<file path="src/rtl/zca_pkg.sv">
package zca_pkg;
  localparam int DATA_W = 16;

  // Register word offsets on the Avalon-MM slave
  localparam logic [3:0] REG_ACCUM_CTRL = 4'h0;
  localparam logic [3:0] REG_RELEASE_REQ = 4'h1;
  localparam logic [3:0] REG_RELEASE_CNT = 4'h2;
  localparam logic [3:0] REG_ARRIVAL_CNT = 4'h3;
  localparam logic [3:0] REG_DEPART_CNT = 4'h4;
  localparam logic [3:0] REG_CUR_TRACK1 = 4'h5;
  localparam logic [3:0] REG_CUR_TRACK2 = 4'h6;
  localparam logic [3:0] REG_SET_TRACK1 = 4'h7;
  localparam logic [3:0] REG_SET_TRACK2 = 4'h8;
  localparam logic [3:0] REG_JAM_RETRY = 4'h9;
  localparam logic [3:0] REG_AUX_OUT = 4'ha;
  localparam logic [3:0] REG_ZONE_STATUS = 4'hb;
  localparam logic [3:0] REG_IRQ_STATUS = 4'hc;
  localparam logic [3:0] REG_IRQ_CLEAR = 4'hd;
  localparam logic [3:0] REG_IRQ_ENABLE = 4'he;

  // Interrupt bit positions
  localparam int IRQ_ARRIVAL_BIT = 0;
  localparam int IRQ_DEPART_BIT = 1;
  localparam int IRQ_JAM_BIT = 2;
  localparam int IRQ_RELEASE_BIT = 3;
  localparam int IRQ_W = 4;

  // Special holding-word values
  localparam logic [15:0] TRACK_KEEP = 16'h0000;
  localparam logic [15:0] TRACK_CLEAR = 16'hffff;

  // Reset values
  localparam logic [15:0] RST_WORD = 16'h0000;
  localparam logic [3:0] RST_IRQ = 4'h0;

  // Timing
  localparam longint CLK_HZ = 40000000;
  localparam int JAM_TIME_MS = 4;
  localparam int PAUSE_TIME_MS = 1;
  localparam int JAM_CYCLES_DEF = int'((CLK_HZ * JAM_TIME_MS) / 1000);
  localparam int PAUSE_CYCLES_DEF = int'((CLK_HZ * PAUSE_TIME_MS) / 1000);
  localparam int AUTO_TRIES = 3;
  localparam int SYNC_STAGES = 3;

  typedef enum logic [1:0] {ZS_EMPTY, ZS_HELD, ZS_RUN} zca_zone_t;
  typedef enum logic [1:0] {JS_WATCH, JS_PAUSE, JS_TRY, JS_STOP} zca_jam_t;
endpackage

</file>
<file path="src/rtl/zca_zone.sv">
`timescale 1ns/1ps
////////////////////////////////////////////////////////////////////////////////
// Functional notes
// - Aux writes ignored unless pin function none
// - Jam: three auto-clear tries, then stop
// - Stopped zone resumes once sensor clears
// - Retry only on zero-to-one register transition
// - Accumulate bit holds any arriving carton
// - Arrival differs from departure while occupied
// - Arrival presents carton's current tracking words
// - Incremented release count releases, re-accumulates
// - Release while downstream full is remembered
// - Leaving sensor sets departure to arrival
// - Clearing accumulate bit releases held carton
// - Holding words attach only on count release
// - Both holding words zero keep tracking
// - Both 0xFFFF clear; single 0xFFFF stored
module zca_zone import zca_pkg::*; #(
  parameter int JAM_CYCLES = JAM_CYCLES_DEF,
  parameter int PAUSE_CYCLES = PAUSE_CYCLES_DEF
) (
  input wire logic clk,
  input wire logic resetn,
  input wire logic [3:0] avs_address,
  input wire logic avs_read,
  input wire logic avs_write,
  input wire logic [31:0] avs_writedata,
  output logic [31:0] avs_readdata,
  output logic avs_waitrequest,
  input wire logic zone_sensor,
  input wire logic downstream_full,
  input wire logic [1:0] aux_func_none,
  input wire logic [15:0] in_track1,
  input wire logic [15:0] in_track2,
  output logic motor_run,
  output logic [1:0] aux_out,
  output logic [15:0] out_track1,
  output logic [15:0] out_track2,
  output logic out_track_valid,
  output logic jam_stopped,
  output logic irq
);
  ////////////////////////////////////////////////////////////////////////////////
  // Parameter checks
  if (JAM_CYCLES < 1 || PAUSE_CYCLES < 1) begin : g_bad_timing
    $error("zca_zone: jam and pause spans must be at least one cycle");
  end

  ////////////////////////////////////////////////////////////////////////////////
  // Tracking merge of one word on a count release
  function automatic logic [15:0] merge_word(input logic [15:0] cur, input logic [15:0] hold,
                                             input logic keep, input logic clr);
    if (keep) begin
      merge_word = cur;
    end else if (clr) begin
      merge_word = RST_WORD;
    end else begin
      merge_word = hold;
    end
  endfunction

  ////////////////////////////////////////////////////////////////////////////////
  // Pin inputs
  logic sensor_blk, ds_full;
  logic [1:0] aux_none;

  zca_sync #(.W(4)) u_sync (
    .clk(clk),
    .resetn(resetn),
    .pin_in({aux_func_none, downstream_full, zone_sensor}),
    .level({aux_none, ds_full, sensor_blk})
  );

  ////////////////////////////////////////////////////////////////////////////////
  // Register state
  logic wait_q, wait_d;
  logic [31:0] rdata_q, rdata_d;
  logic accum_q, accum_d;
  logic [15:0] rel_req_q, rel_req_d;
  logic [15:0] set1_q, set1_d, set2_q, set2_d;
  logic retry_q, retry_d;
  logic [1:0] aux_q, aux_d;
  logic [IRQ_W-1:0] ist_q, ist_d, ien_q, ien_d;
  logic irq_q, irq_d;
  logic take_wr, take_rd, retry_pulse;

  // Zone state
  zca_zone_t zst_q, zst_d;
  logic [15:0] rel_cnt_q, rel_cnt_d, arr_q, arr_d, dep_q, dep_d;
  logic [15:0] cur1_q, cur1_d, cur2_q, cur2_d;
  logic [15:0] o1_q, o1_d, o2_q, o2_d;
  logic ov_q, ov_d, run_q, run_d;
  logic ev_arr, ev_dep, ev_rel;
  logic rel_pend, jam_men, jam_stop, jam_evt;
  logic hold_keep, hold_clr;

  zca_jam #(
    .JAM_CYCLES(JAM_CYCLES),
    .PAUSE_CYCLES(PAUSE_CYCLES),
    .TRIES(AUTO_TRIES)
  ) u_jam (
    .clk(clk),
    .resetn(resetn),
    // A zone held back by a full downstream is waiting, not jammed
    .run_req((zst_q == ZS_RUN) && !ds_full),
    .sensor_blocked(sensor_blk),
    .retry_pulse(retry_pulse),
    .motor_en(jam_men),
    .stopped(jam_stop),
    .jam_evt(jam_evt)
  );

  ////////////////////////////////////////////////////////////////////////////////
  // Avalon-MM slave: one wait state per access
  assign take_wr = avs_write && !wait_q;
  // Read data is latched while the request still waits, so it stands when the wait drops
  assign take_rd = avs_read && wait_q;
  assign retry_pulse = take_wr && (avs_address == REG_JAM_RETRY)
                       && avs_writedata[0] && !retry_q;

  always_comb begin
    wait_d = !((avs_read || avs_write) && wait_q);
    rdata_d = rdata_q;
    accum_d = accum_q;
    rel_req_d = rel_req_q;
    set1_d = set1_q;
    set2_d = set2_q;
    retry_d = retry_q;
    aux_d = aux_q;
    ien_d = ien_q;
    ist_d = ist_q;
    if (take_rd) begin
      case (avs_address)
        REG_ACCUM_CTRL: rdata_d = {31'h0, accum_q};
        REG_RELEASE_REQ: rdata_d = {16'h0, rel_req_q};
        REG_RELEASE_CNT: rdata_d = {16'h0, rel_cnt_q};
        REG_ARRIVAL_CNT: rdata_d = {16'h0, arr_q};
        REG_DEPART_CNT: rdata_d = {16'h0, dep_q};
        REG_CUR_TRACK1: rdata_d = {16'h0, cur1_q};
        REG_CUR_TRACK2: rdata_d = {16'h0, cur2_q};
        REG_SET_TRACK1: rdata_d = {16'h0, set1_q};
        REG_SET_TRACK2: rdata_d = {16'h0, set2_q};
        REG_JAM_RETRY: rdata_d = {31'h0, retry_q};
        REG_AUX_OUT: rdata_d = {30'h0, aux_q};
        REG_ZONE_STATUS: rdata_d = {27'h0, ds_full, sensor_blk, jam_stop, zst_q};
        REG_IRQ_STATUS: rdata_d = {28'h0, ist_q};
        REG_IRQ_ENABLE: rdata_d = {28'h0, ien_q};
        default: rdata_d = 32'h0;
      endcase
    end
    if (take_wr) begin
      case (avs_address)
        REG_ACCUM_CTRL: accum_d = avs_writedata[0];
        REG_RELEASE_REQ: rel_req_d = avs_writedata[15:0];
        REG_SET_TRACK1: set1_d = avs_writedata[15:0];
        REG_SET_TRACK2: set2_d = avs_writedata[15:0];
        REG_JAM_RETRY: retry_d = avs_writedata[0];
        REG_AUX_OUT: begin
          for (int i = 0; i < 2; i++) begin
            if (aux_none[i]) begin
              aux_d[i] = avs_writedata[i];
            end
          end
        end
        REG_IRQ_ENABLE: ien_d = avs_writedata[IRQ_W-1:0];
        REG_IRQ_CLEAR: ist_d = ist_q & ~avs_writedata[IRQ_W-1:0];
        default: ;
      endcase
    end
    // New events win over a clear in the same cycle
    ist_d = ist_d | {ev_rel, jam_evt, ev_dep, ev_arr};
    irq_d = |(ist_d & ien_d);
  end

  always_ff @(posedge clk or negedge resetn) begin
    if (!resetn) begin
      wait_q <= 1'b1;
      rdata_q <= 32'h0;
      accum_q <= 1'b0;
      rel_req_q <= RST_WORD;
      set1_q <= RST_WORD;
      set2_q <= RST_WORD;
      retry_q <= 1'b0;
      aux_q <= 2'h0;
      ien_q <= RST_IRQ;
      ist_q <= RST_IRQ;
      irq_q <= 1'b0;
    end else begin
      wait_q <= wait_d;
      rdata_q <= rdata_d;
      accum_q <= accum_d;
      rel_req_q <= rel_req_d;
      set1_q <= set1_d;
      set2_q <= set2_d;
      retry_q <= retry_d;
      aux_q <= aux_d;
      ien_q <= ien_d;
      ist_q <= ist_d;
      irq_q <= irq_d;
    end
  end

  ////////////////////////////////////////////////////////////////////////////////
  // Zone sequencer
  // A pending release stays pending until served, so a full downstream only delays it
  assign rel_pend = (rel_req_q != rel_cnt_q);
  // Both holding words must carry the same marker for keep or clear
  assign hold_keep = (set1_q == TRACK_KEEP) && (set2_q == TRACK_KEEP);
  assign hold_clr = (set1_q == TRACK_CLEAR) && (set2_q == TRACK_CLEAR);

  always_comb begin
    zst_d = zst_q;
    rel_cnt_d = rel_cnt_q;
    arr_d = arr_q;
    dep_d = dep_q;
    cur1_d = cur1_q;
    cur2_d = cur2_q;
    o1_d = o1_q;
    o2_d = o2_q;
    ov_d = 1'b0;
    ev_arr = 1'b0;
    ev_dep = 1'b0;
    ev_rel = 1'b0;
    case (zst_q)
      ZS_EMPTY: begin
        if (sensor_blk) begin
          arr_d = arr_q + 16'd1;
          cur1_d = in_track1;
          cur2_d = in_track2;
          ev_arr = 1'b1;
          zst_d = accum_q ? ZS_HELD : ZS_RUN;
        end
      end
      ZS_HELD: begin
        if (!sensor_blk) begin
          dep_d = arr_q;
          ev_dep = 1'b1;
          zst_d = ZS_EMPTY;
        end else if (!accum_q) begin
          // Cancelled hold leaves the holding words unused
          zst_d = ZS_RUN;
        end else if (rel_pend && !ds_full) begin
          cur1_d = merge_word(cur1_q, set1_q, hold_keep, hold_clr);
          cur2_d = merge_word(cur2_q, set2_q, hold_keep, hold_clr);
          rel_cnt_d = rel_cnt_q + 16'd1;
          ev_rel = 1'b1;
          zst_d = ZS_RUN;
        end
      end
      ZS_RUN: begin
        if (!sensor_blk) begin
          dep_d = arr_q;
          o1_d = cur1_q;
          o2_d = cur2_q;
          ov_d = 1'b1;
          ev_dep = 1'b1;
          zst_d = ZS_EMPTY;
        end
      end
      default: zst_d = ZS_EMPTY;
    endcase
    run_d = (zst_d == ZS_RUN) && jam_men && !ds_full;
  end

  always_ff @(posedge clk or negedge resetn) begin
    if (!resetn) begin
      zst_q <= ZS_EMPTY;
      rel_cnt_q <= RST_WORD;
      arr_q <= RST_WORD;
      dep_q <= RST_WORD;
      cur1_q <= RST_WORD;
      cur2_q <= RST_WORD;
      o1_q <= RST_WORD;
      o2_q <= RST_WORD;
      ov_q <= 1'b0;
      run_q <= 1'b0;
    end else begin
      zst_q <= zst_d;
      rel_cnt_q <= rel_cnt_d;
      arr_q <= arr_d;
      dep_q <= dep_d;
      cur1_q <= cur1_d;
      cur2_q <= cur2_d;
      o1_q <= o1_d;
      o2_q <= o2_d;
      ov_q <= ov_d;
      run_q <= run_d;
    end
  end

  ////////////////////////////////////////////////////////////////////////////////
  // Outputs
  assign avs_waitrequest = wait_q;
  assign avs_readdata = rdata_q;
  assign motor_run = run_q;
  assign aux_out = aux_q;
  assign out_track1 = o1_q;
  assign out_track2 = o2_q;
  assign out_track_valid = ov_q;
  assign jam_stopped = jam_stop;
  assign irq = irq_q;
endmodule // zca_zone

</file>
<file path="src/rtl/zca_sync.sv">
`timescale 1ns/1ps
// Pin input filter: three stages, a change is accepted once stages two and three agree
module zca_sync import zca_pkg::*; #(
  parameter int W = 1
) (
  input wire logic clk,
  input wire logic resetn,
  input wire logic [W-1:0] pin_in,
  output logic [W-1:0] level
);
  logic [W-1:0] s1_q, s2_q, s3_q, lvl_q;
  logic [W-1:0] lvl_d;

  if (W < 1) begin : g_bad_width
    $error("zca_sync: W must be at least 1");
  end

  always_comb begin
    lvl_d = lvl_q;
    for (int i = 0; i < W; i++) begin
      if (s2_q[i] == s3_q[i]) begin
        lvl_d[i] = s3_q[i];
      end
    end
  end

  always_ff @(posedge clk or negedge resetn) begin
    if (!resetn) begin
      s1_q <= '0;
      s2_q <= '0;
      s3_q <= '0;
      lvl_q <= '0;
    end else begin
      s1_q <= pin_in;
      s2_q <= s1_q;
      s3_q <= s2_q;
      lvl_q <= lvl_d;
    end
  end

  assign level = lvl_q;
endmodule // zca_sync

</file>
<file path="src/rtl/zca_jam.sv">
`timescale 1ns/1ps
// Sensor jam supervisor: auto-clear tries, then stop until the sensor clears or a retry pulse arrives
module zca_jam import zca_pkg::*; #(
  parameter int JAM_CYCLES = JAM_CYCLES_DEF,
  parameter int PAUSE_CYCLES = PAUSE_CYCLES_DEF,
  parameter int TRIES = AUTO_TRIES
) (
  input wire logic clk,
  input wire logic resetn,
  input wire logic run_req,
  input wire logic sensor_blocked,
  input wire logic retry_pulse,
  output logic motor_en,
  output logic stopped,
  output logic jam_evt
);
  localparam int CW = $clog2(JAM_CYCLES + PAUSE_CYCLES + 1);
  localparam logic [CW-1:0] JAM_LAST = CW'(JAM_CYCLES - 1);
  localparam logic [CW-1:0] PAUSE_LAST = CW'(PAUSE_CYCLES - 1);
  localparam logic [1:0] TRY_LAST = 2'(TRIES - 1);

  zca_jam_t st_q, st_d;
  logic [CW-1:0] cnt_q, cnt_d;
  logic [1:0] tries_q, tries_d;
  logic men_q, men_d, evt_q, evt_d;
  logic stop_q, stop_d;

  if (JAM_CYCLES < 1 || PAUSE_CYCLES < 1 || TRIES < 1 || TRIES > 3) begin : g_bad_param
    $error("zca_jam: bad timing or try count");
  end

  always_comb begin
    st_d = st_q;
    cnt_d = cnt_q + CW'(1);
    tries_d = tries_q;
    evt_d = 1'b0;
    case (st_q)
      JS_WATCH: begin
        if (!(run_req && sensor_blocked)) begin
          cnt_d = '0;
        end else if (cnt_q == JAM_LAST) begin
          st_d = JS_PAUSE;
          cnt_d = '0;
          tries_d = '0;
        end
      end
      JS_PAUSE: begin
        if (!sensor_blocked) begin
          st_d = JS_WATCH;
          cnt_d = '0;
        end else if (cnt_q == PAUSE_LAST) begin
          st_d = JS_TRY;
          cnt_d = '0;
        end
      end
      JS_TRY: begin
        if (!sensor_blocked) begin
          st_d = JS_WATCH;
          cnt_d = '0;
        end else if (cnt_q == JAM_LAST) begin
          cnt_d = '0;
          if (tries_q >= TRY_LAST) begin
            st_d = JS_STOP;
            evt_d = 1'b1;
          end else begin
            st_d = JS_PAUSE;
            tries_d = tries_q + 2'd1;
          end
        end
      end
      JS_STOP: begin
        cnt_d = '0;
        if (!sensor_blocked) begin
          st_d = JS_WATCH;
        end else if (retry_pulse) begin
          // A single extra try lands straight back here if it fails
          st_d = JS_PAUSE;
          tries_d = TRY_LAST;
        end
      end
      default: begin
        st_d = JS_WATCH;
        cnt_d = '0;
      end
    endcase
    men_d = (st_d == JS_WATCH) || (st_d == JS_TRY);
    stop_d = (st_d == JS_STOP);
  end

  always_ff @(posedge clk or negedge resetn) begin
    if (!resetn) begin
      st_q <= JS_WATCH;
      cnt_q <= '0;
      tries_q <= '0;
      men_q <= 1'b1;
      evt_q <= 1'b0;
      stop_q <= 1'b0;
    end else begin
      st_q <= st_d;
      cnt_q <= cnt_d;
      tries_q <= tries_d;
      men_q <= men_d;
      evt_q <= evt_d;
      stop_q <= stop_d;
    end
  end

  assign motor_en = men_q;
  assign stopped = stop_q;
  assign jam_evt = evt_q;
endmodule // zca_jam

</file>
<file path="config.mk">
export PLATFORM = sky130hd
export DESIGN_NAME = zca_zone
export DESIGN_NICKNAME = d
export VERILOG_FILES = /design/src/rtl/zca_pkg.sv /design/src/rtl/zca_zone.sv /design/src/rtl/zca_sync.sv /design/src/rtl/zca_jam.sv
export SDC_FILE = /design/constraint.sdc
export NUM_CORES = 1
export LEC_CHECK = 0
export ABC_AREA = 1
export BUFFER_PORTS_ARGS = -buffer_cell sky130_fd_sc_hd__clkbuf_2
export CAP_MARGIN = 20
export CORE_ASPECT_RATIO = 1.5
export CORE_UTILIZATION = 53
export CTS_CLUSTER_DIAMETER = 60
export DETAILED_ROUTE_END_ITERATION = 10
export MAX_ROUTING_LAYER = met4
export PLACE_DENSITY = 0.82
export SETUP_SLACK_MARGIN = 0.4
export SLEW_MARGIN = 20
export SYNTH_ARGS = -nofsm -noshare
export SYNTH_HDL_FRONTEND = slang
export SYNTH_SLANG_ARGS = --single-unit
</file>
<file path="constraint.sdc">
create_clock -name clk -period 2 [get_ports clk]
set_input_delay 0.2 -clock clk [delete_from_list [all_inputs] [get_ports clk]]
set_output_delay 0.2 -clock clk [all_outputs]
set_load 0.01 [all_outputs]
</file>
# Word level (Yosys, flattened, before mapping)
# Cells that the tools add are included.
[totals]
in_bits = 76
reg_bits = 251
[classes]
bitwise_logic = 5
add_sub_neg = 4
n_lt_le_gt_ge = 1
eq_ne = 43
mux = 63
reduce_logical = 42
[ops]
columns = ["cell", "n"]
rows = [
  ["$pmux W16 S14", 1],
  ["$mux W16", 12],
  ["$mux W18", 5],
  ["$pmux W18 S4", 1],
  ["$pmux W16 S2", 2],
  ["$mux W2", 22],
  ["$add A16 B1 Y16 const B", 2],
  ["$eq A16 B16 Y1 const B", 2],
  ["$logic_not A16 Y1", 2],
  ["$eq A4 B4 Y1 const B", 7],
  ["$add A18 B1 Y18 const B", 1],
  ["$eq A18 B16 Y1 const B", 1],
  ["$eq A18 B18 Y1 const B", 1],
  ["$eq A4 B3 Y1 const B", 4],
  ["$mux W4", 4],
  ["$ne A16 B16 Y1", 1],
  ["$reduce_and A2 Y1", 8],
  ["$ne A2 B2 Y1 const B", 7],
  ["$logic_and A1 B1 Y1", 13],
  ["$mux W1", 13],
  ["$eq A2 B2 Y1 const B", 6],
  ["$pmux W2 S3", 2],
  ["$ne A2 B1 Y1 const B", 5],
  ["$and A4 B4 Y4", 2],
  ["22 further kinds", 34],
]

# Longest topological paths before layout
[logic_depth]
word_depth = 10
mapped_depth = 13
mapped_depth_nobuf = 13

# Modules after synthesis
# Synthesis repeated with hierarchy kept, for this count alone.
[unflattened]
cells_unflattened = 1549
hier_area_um2 = 11937.7
[by_module_without_submodules]
columns = ["mod", "seq_area_each_um2", "cells_each", "area_per_inst_um2", "n_inst"]
rows = [
  ["zca_zone", 4855.9, 1341, 10040.9, 1],
  ["zca_jam", 626.9, 176, 1431.4, 1],
  ["zca_sync", 400.4, 32, 465.4, 1],
]

# Least setup slack after synthesis
# OpenSTA, ideal clock, no wires.
[synth_path]
path_type = "register to register"
start = "reg zst_q[1]"
end = "reg arr_q[15]"
arrival_ns = 1.688
synth_period_minus_slack_ns = 1.812
n_path_buf = 0
stages_incl_launch_ff = 11
slack_ns = 0.188
path_cell_list = "dfrtp_1 inv_1 ha_1 nand2_2 nor2_2 nand3_1 nor2_1 nand3_1 nor2_2 nand4_1 xor2_1"
[synth_via]
elab_chain_cells = 2
[synth_rtl]
columns = ["element", "line_no", "text"]
rows = [
  ["start, declared", "zca_zone.sv:88", "zca_zone_t zst_q, zst_d;"],
  ["start signal, assigned", "zca_zone.sv:278", "zst_q <= zst_d;"],
  ["$logic_not A2 Y1", "zca_zone.sv:224", "case (zst_q)"],
  ["$reduce_and A2 Y1 (no line)", "n/a", ""],
  ["end signal, assigned", "zca_zone.sv:280", "arr_q <= arr_d;"],
  ["end, declared", "zca_zone.sv:89", "logic [15:0] rel_cnt_q, rel_cnt_d, arr_q, arr_d, dep_q, dep_d;"],
]
# Every way passes these cells.
# A chain may end at the register's enable or synchronous reset.

# Worst setup path after layout
[layout_path]
start = "reg u_jam.cnt_q[10]"
end = "reg u_jam.stop_q, in the netlist u_jam.stopped"
[layout_via]
elab_chain_cells = 5
word_cells_on_any_way = 10
cone_classes = "eq/ne (3); mux (7)"
[layout_rtl]
columns = ["element", "line_no", "text"]
rows = [
  ["start, declared", "zca_jam.sv:23", "logic [CW-1:0] cnt_q, cnt_d;"],
  ["start signal, assigned", "zca_jam.sv:100", "cnt_q <= cnt_d;"],
  ["$eq A18 B18 Y1 / $eq A18 B16 Y1 (equally long branches)", "zca_jam.sv:41, zca_jam.sv:60, zca_jam.sv:51", ""],
  ["$mux W2, on equally long branches", "zca_jam.sv:60, zca_jam.sv:41, zca_jam.sv:51", ""],
  ["$mux W2, on equally long branches", "zca_jam.sv:57, zca_jam.sv:39, zca_jam.sv:48", ""],
  ["$pmux W2 S4 *", "zca_jam.sv:37", "case (st_q)"],
  ["net u_jam.st_d[1]", "zca_jam.sv:22", "zca_jam_t st_q, st_d;"],
  ["$eq A2 B2 Y1 *", "zca_jam.sv:87", "stop_d = (st_d == JS_STOP);"],
  ["net u_jam.stop_d", "zca_jam.sv:26", "logic stop_q, stop_d;"],
  ["end signal, assigned", "zca_jam.sv:104", "stop_q <= stop_d;"],
  ["end, declared", "zca_jam.sv:26", ""],
]
# Mark *: on every way through the listed nets, which the timed path passes. The rest lies on a longest branch.

==> metrics.yaml <==
die:
  die_h_um: 185
  die_width_um: 124
  start_util: 0.542
  coreArea_um2: 21700
  num_rows: 66
  ioPinCount: 147
  die_area_um2: 22800
critical_path:
  rrSetupSlack_ps: 80
  arrival_ps: 2370
  reg2regPathDepth: 9
  crit_fanout: 4
  start_kind: "register"
  setup.worst_path.class: "register to register"
  cp-end-kind: "register"
  critical_path_required_ps: 2460
cells_and_area:
  nets: 1853
  syn_to_final_growth_pct: 32.1
  final_cells: 2058
  stdcell_area_um2: 15600
  drive_above_1_share: 0.277
  n_antenna_cell: 0
drt:
  vias_per_cell: 5.80
  antenna_left: 0
  top_layer_used: "met4"
  met3WireLength_um: 3630
  routed-wl-met2_um: 19800
  finalWirelength_um: 40800
  met1_length_um: 13800
  drt_pass1_iterations: 8
  drc: 0
  first_iter_violations: 1173
  wire_per_inst_um: 19.8
  vias: 11900
placement:
  placed_cells_incl_taps: 1887
  hpwl_um: 25500
  portBuffers: 114
  placed_cell_area_um2: 12800
  globalplace.congestion: 0.950
sta:
  relSlewSlack: 0.583
  fin_crit_sh: 0.959
  maxSlewViolCount: 0
  fmax_ghz: 0.521
  finalSetupViolations: 0
  rsz0062_at_grt: "true"
  fin_crit_ps: 1920
  hold_viol: 0
  worst_pin_slew_ps: 624
  final.setup_skew_ps: 19.0
  whs_ps: 10.9
clock_network:
  cts_tree: "built"
  clock_sinks: 235
  clockBufferDepth: 3
  htreeDepth: 1
  clock_latency_ps: 530
  root_buffer: "clkbuf_16"
  clk_pin_slew_ps: 70
  cts_buffers: 23
synth:
  synth-seq-cells: 235
  synth-seq-area-share: 0.500
  ys_types: 42
  yosys_warnings: 0
  syn_avg_cell_area_um2: 7.78
  syn-cell-area_um2: 11800
  synth_edf_count: 0
  synth_ff_type: "dfrtp_1"
  synth_area_leaders: "dfrtp_1 (50%), nand2_1 (17%), inv_1 (6.2%)"
  yosys.area.top_type: "dfrtp_1"
  synth_common_cells: "nand2_1 (531), dfrtp_1 (233), inv_1 (194)"
  synth_most_common_cell: "nand2_1"
  synth_top_area_frac: 0.495
  synthArstFlopShare: 1.00
  synthCells: 1514
global_routing:
  grt_pass1_vias: 11500
  overflow: 0
  grt_start_max_net_pins: 69
  gr-usage-all-layers: 0.357
  grt_pass1_wl_um: 59700
  antenna_found_initial: 0
flow_run:
  drv_cap: 0
min_path:
  holdPathStages: 5
  hp-class: "input port to register"
pwr:
  ir_drop_uv: 847
  power_mw: 16.2
  power_density_nw_per_um2: 1040
  p_leak_nw: 7.97
status:
  status: "finished, final reports clean"
## critical path: stages (launching register included)
cell and delay, ps:
dfrtp_1 460, nand2_2 150, nor3_1 310, nand4_1 280
buf_4 220, nand2_1 100, nand3_1 90, nand2_1 90
inv_1 50, nor2_1 70
## area by class of cell
class / instances / area, um^2
Tap cell: 272 / 340
Fill cell: 1501 / 6160
Inverter: 204 / 793
Timing Repair inverter: 1 / 16.3
Timing Repair Buffer: 274 / 2100
Multi-Input combinational cell: 1030 / 5660
Sequential cell: 235 / 5910
Clock inverter: 12 / 104
Clock buffer: 30 / 632
## per-stage QoR
| step | utilization | TNS, ps | setup WS [ps] |
|---|---|---|---|
| 3_5_place_dp | 0.589 | 0 | 28.8 |
| 6_report | 0.716 | 0 | 81.7 |
| 4_1_cts | 0.679 | 0 | 265 |
| 5_1_grt | 0.716 | -8.12 | -8.12 |
| 2_1_floorplan | - | 0 | 357 |
| 3_3_place_gp | 0.589 | 0 | 177 |
## timing repair
item / CTS / global route
hold buffers: 18 / 0
gates cloned: 7 / 2
pin swaps: 45 / 83
resized for setup: 122 / 135
hold endpoints to repair: 175 / 0
setup endpoints to repair: 110 / 123
setup buffers: 66 / 36
## sequential cells by signal, summed over array words and instances (netlist names), 4 cells and up
register,cells
u_jam.cnt_q,18
arr_q,16
avs_readdata,16
cur1_q,16
cur2_q,16
dep_q,16
out_track1,16
out_track2,16
rel_cnt_q,16
rel_req_q,16
set1_q,16
set2_q,16
ien_q,4
ist_q,4
u_sync.level,4
u_sync.s1_q,4
u_sync.s2_q,4
u_sync.s3_q,4
## cell families after synthesis
kind of cell / Yosys count / share of synthesized area
buffers and inverters: 267 / 0.0940
other: 1 / 0.000318
adder cells (fa/ha/maj): 12 / 0.0119
flip-flops: 235 / 0.500
AND/OR/NAND/NOR: 747 / 0.264
XOR/XNOR: 37 / 0.0275
AO/OA/AOI/OAI: 215 / 0.102
## routing by layer
| metal | up-vias | global-route usage |
|---|---|---|
| met2 | 759 | 0.582 |
| met4 | 0 | 0.258 |
| met1 | 5644 | 0.392 |
| met5 | - | - |
| li1 | 5312 | - |
| met3 | 227 | 0.0554 |
## power by group
part           switching (mW)  total [mW]  internal (mW)  leakage [nW]
registers               0.982        6.82           5.84          3.02
clock network            1.94        4.31           2.37         0.345
logic                    3.13        5.03           1.91          4.61
total                    6.04        16.2           10.1          7.97
## placed cells by master, fill, tap and decap left out, types with 12 or more instances in the layout
cell             n
nand2_1        504
dfrtp_1        213
inv_1          177
clkbuf_2       113
buf_4          110
o21ai_0        104
nor2_1          43
o22ai_1         37
xor2_1          33
nand3_2         33
nand3_1         31
nand4_1         30
a21oi_1         30
clkbuf_16       24
nand2_2         23
nor2_2          22
inv_2           21
dfrtp_2         20
buf_6           18
dlygate4sd3_1   18
conb_1          16
nor3_1          13
nor2_4          12
## worst paths after layout
path	startpoint	to
max	u_jam.cnt_q[10]$_DFF_PN0_	u_jam.stopped$_DFF_PN0_
min	in_track1[12]	cur1_q[12]$_DFFE_PN0P_
max reg2reg	u_jam.cnt_q[10]$_DFF_PN0_	u_jam.stopped$_DFF_PN0_
min reg2reg	u_sync.s1_q[3]$_DFF_PN0_	u_sync.s2_q[3]$_DFF_PN0_
max in group asynchronous	resetn	set1_q[6]$_DFFE_PN0P_
min in group asynchronous	resetn	u_sync.s3_q[1]$_DFF_PN0_
Note: power is estimated with default switching activity, not from simulation.
